<file path="config.mk">
export PLATFORM = sky130hd
export DESIGN_NAME = ppf_board
export DESIGN_NICKNAME = d
export VERILOG_FILES = /design/src/ppf_pkg.sv /design/src/ppf_board.sv /design/src/ppf_fifo.sv
export SDC_FILE = /design/constraint.sdc
export NUM_CORES = 1
export LEC_CHECK = 0
export BUFFER_PORTS_ARGS = -buffer_cell sky130_fd_sc_hd__buf_2
export CAP_MARGIN = 20
export CORE_UTILIZATION = 42
export DETAILED_ROUTE_END_ITERATION = 8
export SKIP_CTS_REPAIR_TIMING = 1
export SLEW_MARGIN = 25
export SYNTH_ARGS = -nofsm -noshare
export SYNTH_HDL_FRONTEND = slang
export SYNTH_SLANG_ARGS = --single-unit
</file>
<file path="constraint.sdc">
create_clock -name clk_in -period 6.6 [get_ports clk_in]
set_clock_uncertainty 0.2 [all_clocks]
set_input_delay 1.98 -clock clk_in [delete_from_list [all_inputs] [get_ports clk_in]]
set_output_delay 1.98 -clock clk_in [all_outputs]
set_load 0.02 [all_outputs]
</file>
<file path="src/ppf_pkg.sv">
// Purpose: Shared constants for the parallel port, flag and tick block.
// Assumes: Port addresses are 8-bit I/O port numbers.
// Notes:   All offsets, commands, bit positions and counts live here.
package ppf_pkg;
   localparam logic [7:0] PORT_DATA      = 8'h00;
   localparam logic [7:0] PORT_STATUS    = 8'h06;
   localparam logic [7:0] CMD_CLR_OUT    = 8'h20;
   localparam logic [7:0] CMD_CLR_IN     = 8'h30;
   localparam logic [7:0] CMD_CLR_TICK   = 8'h50;
   localparam int         BIT_OUT_RDY    = 0;
   localparam int         BIT_IN_RDY     = 1;
   localparam int         BIT_TICK       = 2;
   localparam logic [7:0] DATA_RESET     = 8'h00;
   // Base tick interval in nanoseconds, as printed (3.3280 ms).
   localparam longint     TICK_BASE_NS   = 64'd3328000;
   localparam longint     CLK_PERIOD_NS  = 64'd5;
   // Cycles per base interval, rounded down (never longer than printed).
   localparam int         TICK_BASE_CYC  = int'(TICK_BASE_NS / CLK_PERIOD_NS);
   localparam int         TICK_STEPS     = 12;
   localparam int         STROBE_CYC     = 1;
   localparam int         IRQ_GROUPS     = 4;
   localparam int         IRQ_LINES      = 10;
   localparam int         FIFO_DEPTH     = 4;
endpackage : ppf_pkg
</file>
<file path="src/ppf_board.sv">
// Purpose: Parallel handshake flags, data ports, tick timer, irq grouping.
// Assumes: Processor I/O cycles are single-cycle strobes synchronous to clk.
// Notes:   Straps are sampled every cycle; change them only while idle.
//
// Overview of operation
// - Output latch drives its byte continuously from the first clock after reset when output enable strap low.
// - Printer acknowledge edge, polarity by strap, sets output-ready flag.
// - Optionally pulse auxiliary line once per byte written to data port.
// - Status port bit 0 shows output-ready flag for software polling.
// - Write to data port 0 loads byte into output latch for printer.
// - Command 20h, 30h, 50h at port 6 clear output, input, tick flags.
// - Keyboard strobe edge, polarity by strap, sets input-ready flag.
// - Input-ready flag is status bit 1; received byte read at port 0.
// - Tick flag set periodically at 3.3280 ms times a power of two.
// - Tick flag reads as status bit 2.
// - Tick flag can optionally be routed as an interrupt source.
// - Eleven conditions combine into four groups: two serial, parallel, tick.
// - Transmit and flag sources are armable; receive and sync always on.
// - Each group is routable to any one of ten bus request lines.
// - Output-write indication high in the cycle before the byte reaches the parallel port.
`timescale 1ns/1ps
module ppf_board #(
   parameter int TICK_BASE = ppf_pkg::TICK_BASE_CYC,
   parameter int DATA_W    = 8
) (
   input  wire logic              clk_in,
   input  wire logic              rst_n_in,
   // Processor I/O port access.
   input  wire logic [7:0]        io_addr_in,
   input  wire logic              io_wr_in,
   input  wire logic              io_rd_in,
   input  wire logic [7:0]        io_wdata_in,
   output logic      [7:0]        io_rdata_out,
   // Printer side.
   output logic      [DATA_W-1:0] pout_data_out,
   output logic                   pout_data_oe_n_out,
   input  wire logic              pout_ack_in,
   output logic                   pout_aux_out,
   output logic                   pout_write_out,
   // Keyboard side.
   input  wire logic [DATA_W-1:0] pin_data_in,
   input  wire logic              pin_strobe_in,
   // Straps.
   input  wire logic              latch_oe_strap_in,
   input  wire logic              ack_rise_strap_in,
   input  wire logic              strobe_rise_strap_in,
   input  wire logic              aux_strobe_en_in,
   input  wire logic [3:0]        tick_sel_in,
   // Serial interrupt conditions: [0] standard port, [1] second port.
   input  wire logic [1:0]        ser_rx_rdy_in,
   input  wire logic [1:0]        ser_sync_in,
   input  wire logic [1:0]        ser_tx_rdy_in,
   input  wire logic [1:0]        ser_tx_empty_in,
   // Arm controls.
   input  wire logic [1:0]        arm_tx_rdy_in,
   input  wire logic [1:0]        arm_tx_empty_in,
   input  wire logic              arm_in_flag_in,
   input  wire logic              arm_out_flag_in,
   input  wire logic              arm_tick_in,
   input  wire logic              tick_irq_route_in,
   // Group routing: 4 bits per group selects line 0..9; others unrouted.
   input  wire logic [15:0]       irq_route_in,
   output logic      [9:0]        irq_line_out,
   output logic      [3:0]        irq_group_out
);
   localparam int NG = ppf_pkg::IRQ_GROUPS;
   localparam int NL = ppf_pkg::IRQ_LINES;

   // Decoded processor accesses.
   logic wr_data, wr_cmd, rd_data, rd_stat;
   assign wr_data = io_wr_in && io_addr_in == ppf_pkg::PORT_DATA;
   assign wr_cmd  = io_wr_in && io_addr_in == ppf_pkg::PORT_STATUS;
   assign rd_data = io_rd_in && io_addr_in == ppf_pkg::PORT_DATA;
   assign rd_stat = io_rd_in && io_addr_in == ppf_pkg::PORT_STATUS;

   // Output data FIFO; a full FIFO drops the write, and fifo_wr_rdy is left unconnected.
   logic              fifo_wr_rdy, fifo_rd_vld, fifo_pop;
   logic [DATA_W-1:0] fifo_q;
   ppf_fifo #(.WIDTH(DATA_W), .DEPTH(ppf_pkg::FIFO_DEPTH)) u_fifo (
      .clk_in       (clk_in),
      .rst_n_in     (rst_n_in),
      .wr_valid_in  (wr_data),
      .wr_ready_out (fifo_wr_rdy),
      .wr_data_in   (io_wdata_in[DATA_W-1:0]),
      .rd_valid_out (fifo_rd_vld),
      .rd_ready_in  (fifo_pop),
      .rd_data_out  (fifo_q)
   );

   // Edge history for acknowledge and strobe.
   logic ack_d_r, ack_d_nxt, stb_d_r, stb_d_nxt;
   logic ack_edge, stb_edge;
   always_comb begin
      ack_d_nxt = pout_ack_in;
      stb_d_nxt = pin_strobe_in;
      ack_edge  = ack_rise_strap_in ? (pout_ack_in && !ack_d_r)
                                    : (!pout_ack_in && ack_d_r);
      stb_edge  = strobe_rise_strap_in ? (pin_strobe_in && !stb_d_r)
                                       : (!pin_strobe_in && stb_d_r);
   end

   // Tick divider: base counter then power-of-two prescaler.
   logic [31:0] base_r, base_nxt;
   logic [10:0] pre_r, pre_nxt;
   logic        tick_evt;
   always_comb begin
      logic        base_wrap;
      logic [10:0] mask;
      base_wrap = base_r == 32'(TICK_BASE - 1);
      base_nxt  = base_wrap ? 32'h0 : base_r + 32'h1;
      mask      = 11'((12'h1 << tick_sel_in) - 12'h1);
      pre_nxt   = base_wrap ? ((pre_r & mask) == mask ? 11'h0
                                                      : pre_r + 11'h1)
                            : pre_r;
      tick_evt  = base_wrap && (pre_r & mask) == mask;
   end

   // Flag, latch and strobe next-state logic.
   logic              out_rdy_r, out_rdy_nxt;
   logic              in_rdy_r, in_rdy_nxt;
   logic              tick_r, tick_nxt;
   logic [DATA_W-1:0] in_lat_r, in_lat_nxt;
   logic [DATA_W-1:0] dout_r, dout_nxt;
   logic              aux_r, aux_nxt, wr_ind_r, wr_ind_nxt;
   logic [7:0]        rdata_r, rdata_nxt;
   always_comb begin
      // A clear never beats a set arriving in the same cycle.
      out_rdy_nxt = ack_edge ||
                    (out_rdy_r && !(wr_cmd &&
                     io_wdata_in == ppf_pkg::CMD_CLR_OUT));
      in_rdy_nxt  = stb_edge ||
                    (in_rdy_r && !(wr_cmd &&
                     io_wdata_in == ppf_pkg::CMD_CLR_IN));
      tick_nxt    = tick_evt ||
                    (tick_r && !(wr_cmd &&
                     io_wdata_in == ppf_pkg::CMD_CLR_TICK));
      in_lat_nxt  = stb_edge ? pin_data_in : in_lat_r;
      fifo_pop    = fifo_rd_vld;
      dout_nxt    = fifo_rd_vld ? fifo_q : dout_r;
      aux_nxt     = aux_strobe_en_in && fifo_rd_vld;
      wr_ind_nxt  = wr_data;
      rdata_nxt   = 8'h00;
      if (rd_stat) begin
         rdata_nxt[ppf_pkg::BIT_OUT_RDY] = out_rdy_r;
         rdata_nxt[ppf_pkg::BIT_IN_RDY]  = in_rdy_r;
         rdata_nxt[ppf_pkg::BIT_TICK]    = tick_r;
      end else if (rd_data) begin
         rdata_nxt = 8'(in_lat_r);
      end
   end

   // Interrupt grouping and routing.
   logic [NG-1:0] grp;
   logic [NL-1:0] line_nxt;
   logic [NL-1:0] line_r;
   logic [NG-1:0] grp_r;
   genvar s;
   generate
      for (s = 0; s < 2; s++) begin : g_ser
         assign grp[s] = ser_rx_rdy_in[s] || ser_sync_in[s] ||
                         (arm_tx_rdy_in[s] && ser_tx_rdy_in[s]) ||
                         (arm_tx_empty_in[s] && ser_tx_empty_in[s]);
      end
   endgenerate
   assign grp[2] = (arm_in_flag_in && in_rdy_r) ||
                   (arm_out_flag_in && out_rdy_r);
   assign grp[3] = tick_irq_route_in && arm_tick_in && tick_r;

   always_comb begin
      line_nxt = '0;
      for (int g = 0; g < NG; g++) begin
         for (int l = 0; l < NL; l++) begin
            if (grp[g] && irq_route_in[g*4 +: 4] == 4'(l)) begin
               line_nxt[l] = 1'b1;
            end
         end
      end
   end

   // Latch enable: strapped low keeps the byte on the pins from the first clock after reset,
   // otherwise it is driven only in the cycle after a data write, one cycle before that write's byte is loaded.
   logic oe_n_r, oe_n_nxt;
   assign oe_n_nxt = !(latch_oe_strap_in == 1'b0 || wr_data);

   // State registers; every output below is one of these flops.
   always_ff @(posedge clk_in or negedge rst_n_in) begin
      if (!rst_n_in) begin
         ack_d_r   <= 1'b0;
         stb_d_r   <= 1'b0;
         base_r    <= 32'h0;
         pre_r     <= 11'h0;
         out_rdy_r <= 1'b0;
         in_rdy_r  <= 1'b0;
         tick_r    <= 1'b0;
         in_lat_r  <= '0;
         dout_r    <= '0;
         aux_r     <= 1'b0;
         wr_ind_r  <= 1'b0;
         rdata_r   <= 8'h00;
         line_r    <= '0;
         grp_r     <= '0;
         oe_n_r    <= 1'b1;
      end else begin
         ack_d_r   <= ack_d_nxt;
         stb_d_r   <= stb_d_nxt;
         base_r    <= base_nxt;
         pre_r     <= pre_nxt;
         out_rdy_r <= out_rdy_nxt;
         in_rdy_r  <= in_rdy_nxt;
         tick_r    <= tick_nxt;
         in_lat_r  <= in_lat_nxt;
         dout_r    <= dout_nxt;
         aux_r     <= aux_nxt;
         wr_ind_r  <= wr_ind_nxt;
         rdata_r   <= rdata_nxt;
         line_r    <= line_nxt;
         grp_r     <= grp;
         oe_n_r    <= oe_n_nxt;
      end
   end

   assign pout_data_out      = dout_r;
   assign pout_data_oe_n_out = oe_n_r;
   assign pout_aux_out       = aux_r;
   assign pout_write_out     = wr_ind_r;
   assign io_rdata_out       = rdata_r;
   assign irq_line_out       = line_r;
   assign irq_group_out      = grp_r;
endmodule : ppf_board

</file>
<file path="src/ppf_fifo.sv">
// Purpose: Small synchronous FIFO with valid/ready on both sides.
// Assumes: One clock, asynchronous active-low reset.
// Notes:   Depth must be a power of two.
`timescale 1ns/1ps
module ppf_fifo #(
   parameter int WIDTH = 8,
   parameter int DEPTH = 4
) (
   input  wire logic             clk_in,
   input  wire logic             rst_n_in,
   input  wire logic             wr_valid_in,
   output logic                  wr_ready_out,
   input  wire logic [WIDTH-1:0] wr_data_in,
   output logic                  rd_valid_out,
   input  wire logic             rd_ready_in,
   output logic      [WIDTH-1:0] rd_data_out
);
   localparam int AW = $clog2(DEPTH);
   logic [WIDTH-1:0] mem_r [DEPTH];
   logic [AW:0]      wp_r, wp_nxt, rp_r, rp_nxt;
   logic             push, pop;

   // Full and empty come straight from the pointers, so they never lie.
   assign wr_ready_out = (wp_r - rp_r) != (AW+1)'(DEPTH);
   assign rd_valid_out = wp_r != rp_r;
   assign rd_data_out  = mem_r[rp_r[AW-1:0]];
   assign push         = wr_valid_in && wr_ready_out;
   assign pop          = rd_valid_out && rd_ready_in;

   // Pointer advance.
   always_comb begin
      wp_nxt = push ? wp_r + 1'b1 : wp_r;
      rp_nxt = pop  ? rp_r + 1'b1 : rp_r;
   end

   // Pointer registers.
   always_ff @(posedge clk_in or negedge rst_n_in) begin
      if (!rst_n_in) begin
         wp_r <= '0;
         rp_r <= '0;
      end else begin
         wp_r <= wp_nxt;
         rp_r <= rp_nxt;
      end
   end

   // Storage has no reset; only written entries are ever read.
   always_ff @(posedge clk_in) begin
      if (push) begin
         mem_r[wp_r[AW-1:0]] <= wr_data_in;
      end
   end
endmodule : ppf_fifo

</file>
# == Yosys cells after proc, flatten, opt, wreduce, memory -nomap -nowiden ==
# Memory sizes are Yosys's and may differ from the RTL's. A register that Yosys moved wholly into a read port is not among the register bits.
# Cells that the tools add are included.
# totals
regBits,87
ram_bits,32
in_bits,70
out_inout_bits,33
elab_cells,209
n_memories,1
# classes
add_sub_neg,6
eq_ne,44
n_shift,1
mux,49
n_bitwise,2
reduce_logical,90
# memory_table
memory,words,width,read_ports,rd_ports_with_merged_regs,wr,line_no,text
u_fifo.mem_r,4,8,1,1,1,ppf_fifo.sv:19,logic [WIDTH-1:0] mem_r [DEPTH];
# ops
cell,count
logical AND 1 bit,65
"== test 4 x 3 -> 1 bit, second input constant",16
2-to-1 mux 1 bit,44
"adder 32 x 1 -> 32 bit, second input constant",1
"== test 32 x 20 -> 1 bit, second input constant",1
"== test 4 x 2 -> 1 bit, second input constant",8
"== test 4 bit, second input constant",8
2-to-1 mux 32 bit,1
"== test 4 x 1 -> 1 bit, second input constant",4
"== test 8 x 6 -> 1 bit, second input constant",2
zero test 4 bit,4
"adder 11 x 1 -> 11 bit, second input constant",1
AND 11 bit,1
== test 11 bit,1
logical OR 1 bit,11
2-to-1 mux 11 bit,1
"<< shifter 1 x 4 -> 11 bit, first input constant",1
"subtractor 11 x 1 -> 11 bit, second input constant",1
zero test 1 bit,9
"== test 8 x 3 -> 1 bit, second input constant",1
"== test 8 x 7 -> 1 bit, second input constant",1
zero test 8 bit,1
2-to-1 mux 8 bit,1
"adder 3 x 1 -> 3 bit, second input constant",2
other kinds (6),6

# == Longest topological paths before layout ==
# depth
word_depth,8
ltp_mapped,11
mapped_depth_nobuf,9

# == Cells and area by module ==
# A second synthesis with hierarchy kept.
# hier_totals
hier_cells,486
area_unflattened_um2,5786.8
# modules_own_cells
mod,n_inst,cells_per_inst,area_per_inst_um2,seq_area_each_um2
ppf_board,1,408,4209.0,2228.4
ppf_fifo,1,78,1577.8,1111.1

# == Worst setup path before layout ==
# No wires, ideal clock.
# synth_path
kind,input to register
start,input tick_sel_in[2]
end,register pre_r[3]
setup_time_ns,0.082
arrival_time_ns,3.833
slack_ns,2.485
stages,11
cell_sequence,clkbuf_1 > nor2_1 > nand3_1 > ha_1 > clkbuf_1 > or3_1 > a211oi_1 > a21oi_1 > nand4_1 > nand2_1 > o22ai_1
# synth_via
elab_chain_len,5
# synth_lines
item,line_no,text
start: declaration,ppf_board.sv:48,"input wire logic [3:0] tick_sel_in,"
<< shifter 1 x 4 -> 11 bit *,ppf_board.sv:111,mask = 11'((12'h1 << tick_sel_in) - 12'h1);
subtractor 11 x 1 -> 11 bit *,ppf_board.sv:111,
AND 11 bit,ppf_board.sv:112,pre_nxt = base_wrap ? ((pre_r & mask) == mask ? 11'h0
== test 11 bit *,ppf_board.sv:112,
2-to-1 mux 11 bit *,ppf_board.sv:112,
end signal: assignment,ppf_board.sv:207,pre_r <= pre_nxt;
end: declaration,ppf_board.sv:104,"logic [10:0] pre_r, pre_nxt;"
# Every way passes the cells marked *; elsewhere a longest branch is shown, timed or not.
# A chain may end at the register's enable or synchronous reset.

# == Worst setup path in the final report ==
# layout_path
start,input tick_sel_in[1]
end,register pre_r[0]
# The elaborated chain is that of the path after synthesis.

==> summary.md <==
| Metric | Value |
|---|---|
| CTS clk-pin slew, worst paths | 0.05 ns |
| Required time worst endpoint | 6.73 ns |
| Final Hold Vio Count | 0 |
| Starting Density | 43.43% |
| Drt drc | 0 |
| Final instance area | 0.007124 mm^2 |
| Buffers & Inverters on Critical Path | 1 |
| Share of flip-flops with an asynchronous set or reset | 74.80% |
| N_diodes | 0 |
| Total GRT Usage | 19.29% |
| First-pass GRT wire length | 21.21 mm |
| Hold Path Sink | io_rdata_out[7] |
| Vias in the first global route | 4330 |
| Clock Sinks | 127 |
| Delay-heaviest family, CP | simple AND/OR/NAND/NOR gates |
| Clock buffer depth | 2 |
| CTS tree | done |
| Worst Hold Slack | 0.2735 ns |
| Remaining antenna violation count | 0 |
| Dpl cell area | 0.006511 mm^2 |
| Hold Path Depth | 1 |
| Slowest-stage cell, CP | or3_1 |
| CP Class | in2reg |
| Maxcap violations | 0 |
| CTS buffer count | 17 |
| Final slew viol count | 0 |
| Post-synthesis sequential area ratio | 57.39% |
| Layout Utilization | 53.17% |
| Vias | 4261 |
| # port buffers | 102 |
| WL final | 12.49 mm |
| Global route overflow | 0 |
| DRT iter0 DRCs | 281 |
| Die Y | 119.7 um |
| Cell row count | 42 |
| Post-synth cell types | 62 |
| I/O pin total | 103 |
| Mapped Cells | 499 |
| Post-DR vias/cell | 5.333 |
| Share of layout cells above drive strength 1 | 27.61% |
| Crit path DAT | 4.08 ns |
| PD cells | 307.6 mW/mm^2 |
| DRT Pass-1 Iters | 5 |
| VDD IR max | 148.5 uV |
| Top post-synthesis cells by area | dfrtp_1, edfxtp_1, mux2_2, mux4_2, xnor2_1 |
| Tcrit/Tclk final | 59.82% |
| Crit-path max FO | 10 |
| Number of synthesis warnings | 0 |
| Initial antenna violation count | 0 |
| H-Tree Depth | 4 |
| Syn Nets | 579 |
| Final WS setup | 2.652 ns |
| Total negative slack | 0 ns |
| #FFs+latches synth | 127 |
| Worst min path class | reg2reg |
| CORE AREA | 0.01340 mm^2 |
| Largest net degree at the start of global routing | 51 |
| Die Wd | 119.7 um |
| Dominant synthesized flop cell | dfrtp_1 |
| Syn_area_per_cell | 11.66 um^2 |
| R2R depth | 5 |
| HPWL Detailed | 9.143 mm |
| Skew-Pair Late Insertion Delay | 0.42 ns |
| R2r setup slk | 3.95 ns |
| Status | finished clean |
| Clk root buf | clkbuf_16 |
| Crit start category | input pin |
| DP Worst Slack | 2.243 ns |
| Most frequent cells after synthesis | dfrtp_1, nand2_1, nor2_1 |
| Fmax | 253.3 MHz |
| Yosys top cell by area | dfrtp_1 |
| Tightest Pin Transition | 0.7317 ns |
| Final Critical Period | 3.948 ns |
| Max-slew headroom | 50.89% |
| Synth top area share | 40.42% |
| RSZ-0062 raised after global routing | false |
| Ordered list of cells on the worst path | buf_2, nor2_1, nand3_1, ha_1, or3_1, a211oi_1, a21oi_1, nand4_1, nand2_1, o21ai_0 |
| Top-count cell post-synth | dfrtp_1 |
| Final net count | 690 |
| Peak per-stage delay on the critical path | 0.36 ns |
| Final setup viols | 0 |
| FF-to-FF End | u_fifo.mem_r[3][6] |
| Layout area overhead | 22.43% |
| LEAKAGE | 3.028 nW |
| Synth Cell Area | 0.005819 mm^2 |
| Routed WL per cell | 15.64 um |
| Hold Crit Start | in_lat_r[7] |
| Worst setup EP type | register |
| Routability congestion estimate | 0.8815 |
| Post-synth EDFFs | 32 |
| Die area | 0.01433 mm^2 |
| Reg2reg start | u_fifo.rp_r[0] |
==> flip-flops by register name, indices dropped and copies added (netlist names) <==
register and flops:
base_r 32, u_fifo.mem_r 32, pre_r 11, irq_line_out 10, in_lat_r 8, io_rdata_out 8
pout_data_out 8, irq_group_out 4, u_fifo.rp_r 3, u_fifo.wp_r 3, ack_d_r 1, in_rdy_r 1
out_rdy_r 1, pout_aux_out 1, pout_data_oe_n_out 1, pout_write_out 1, stb_d_r 1, tick_r 1
==> per-stage QoR <==
stage               power, mW  instances
finish                  2.192        799
global route            2.297        799
CTS                     2.221        799
detailed placement      1.243        767
global placement        1.231        767
floorplan               1.131        499
==> cells by family after synthesis <==
logic type | after synthesis | share of synthesized area (%)
adder cells (fa/ha/maj) | 10 | 2.150
AO/OA/AOI/OAI | 63 | 7.203
AND/OR/NAND/NOR | 210 | 19.03
flip-flops | 127 | 57.39
XOR/XNOR | 38 | 5.848
buffers and inverters | 25 | 1.806
multiplexers | 26 | 6.579
==> final cells by class <==
| type | count | area, um^2 |
|---|---|---|
| repair buffers | 104 | 528.0 |
| flip-flops and latches | 127 | 3339 |
| well taps | 176 | 220.2 |
| clock buffers | 20 | 446.7 |
| clock inverters | 12 | 166.4 |
| inverters | 13 | 48.80 |
| fillers | 1183 | 6276 |
| multi-input cells | 347 | 2375 |
==> metal layers <==
layer | global-route usage (%) | routed length [um]
met1 | 25.08 | 5575
met2 | 30.89 | 6131
met3 | 4.705 | 550
met4 | 7.969 | 236
met5 | 0 | 0
==> layout by cell type (no fill, tap or decap), drive strengths merged, types with 3 or more instances in the layout <==
| cell | synthesis | layout |
|---|---|---|
| buf | 4 | 104 |
| dfrtp | 94 | 94 |
| nor2 | 45 | 45 |
| nand2 | 44 | 44 |
| edfxtp | 32 | 32 |
| nand3 | 31 | 31 |
| xnor2 | 20 | 20 |
| clkbuf | 8 | 20 |
| mux2 | 18 | 18 |
| xor2 | 18 | 18 |
| o21ai | 16 | 16 |
| nand4 | 16 | 16 |
| inv | 13 | 13 |
| and2 | 13 | 13 |
| a21oi | 12 | 12 |
| nor3 | 11 | 11 |
| ha | 10 | 10 |
| nand2b | 9 | 9 |
| mux4 | 8 | 8 |
| and3 | 7 | 7 |
| nor2b | 7 | 7 |
| clkinv | 0 | 6 |
| nor4 | 5 | 5 |
| nor4b | 5 | 5 |
| or3 | 5 | 5 |
| o31ai | 4 | 4 |
| a31oi | 4 | 4 |
| bufinv | 0 | 4 |
| nand3b | 3 | 3 |
| a211o | 3 | 3 |
| o22ai | 3 | 3 |
| and4 | 3 | 3 |
==> worst max-delay path by stage <==
| stage | slack, ns | cells after the start | end | from |
|---|---|---|---|---|
| 2_1_floorplan | 2.49 | 11 | pre_r[3] | tick_sel_in[2] |
| 3_3_place_gp | 2.44 | 6 | u_fifo.mem_r[0][7] | io_addr_in[5] |
| 3_5_place_dp | 2.24 | 10 | pre_r[3] | tick_sel_in[1] |
| 4_1_cts | 2.67 | 10 | pre_r[0] | tick_sel_in[1] |
| 5_1_grt | 2.41 | 9 | pre_r[2] | tick_sel_in[1] |
| 6_report | 2.65 | 10 | pre_r[0] | tick_sel_in[1] |
==> report_power, final <==
part	switching [mW]	internal [mW]	leakage, nW
logic	0.148	0.157	1.27
registers	0.0543	0.862	1.46
clock network	0.334	0.637	0.295
total	0.536	1.66	3.03
(Power assumes the default switching activity.)
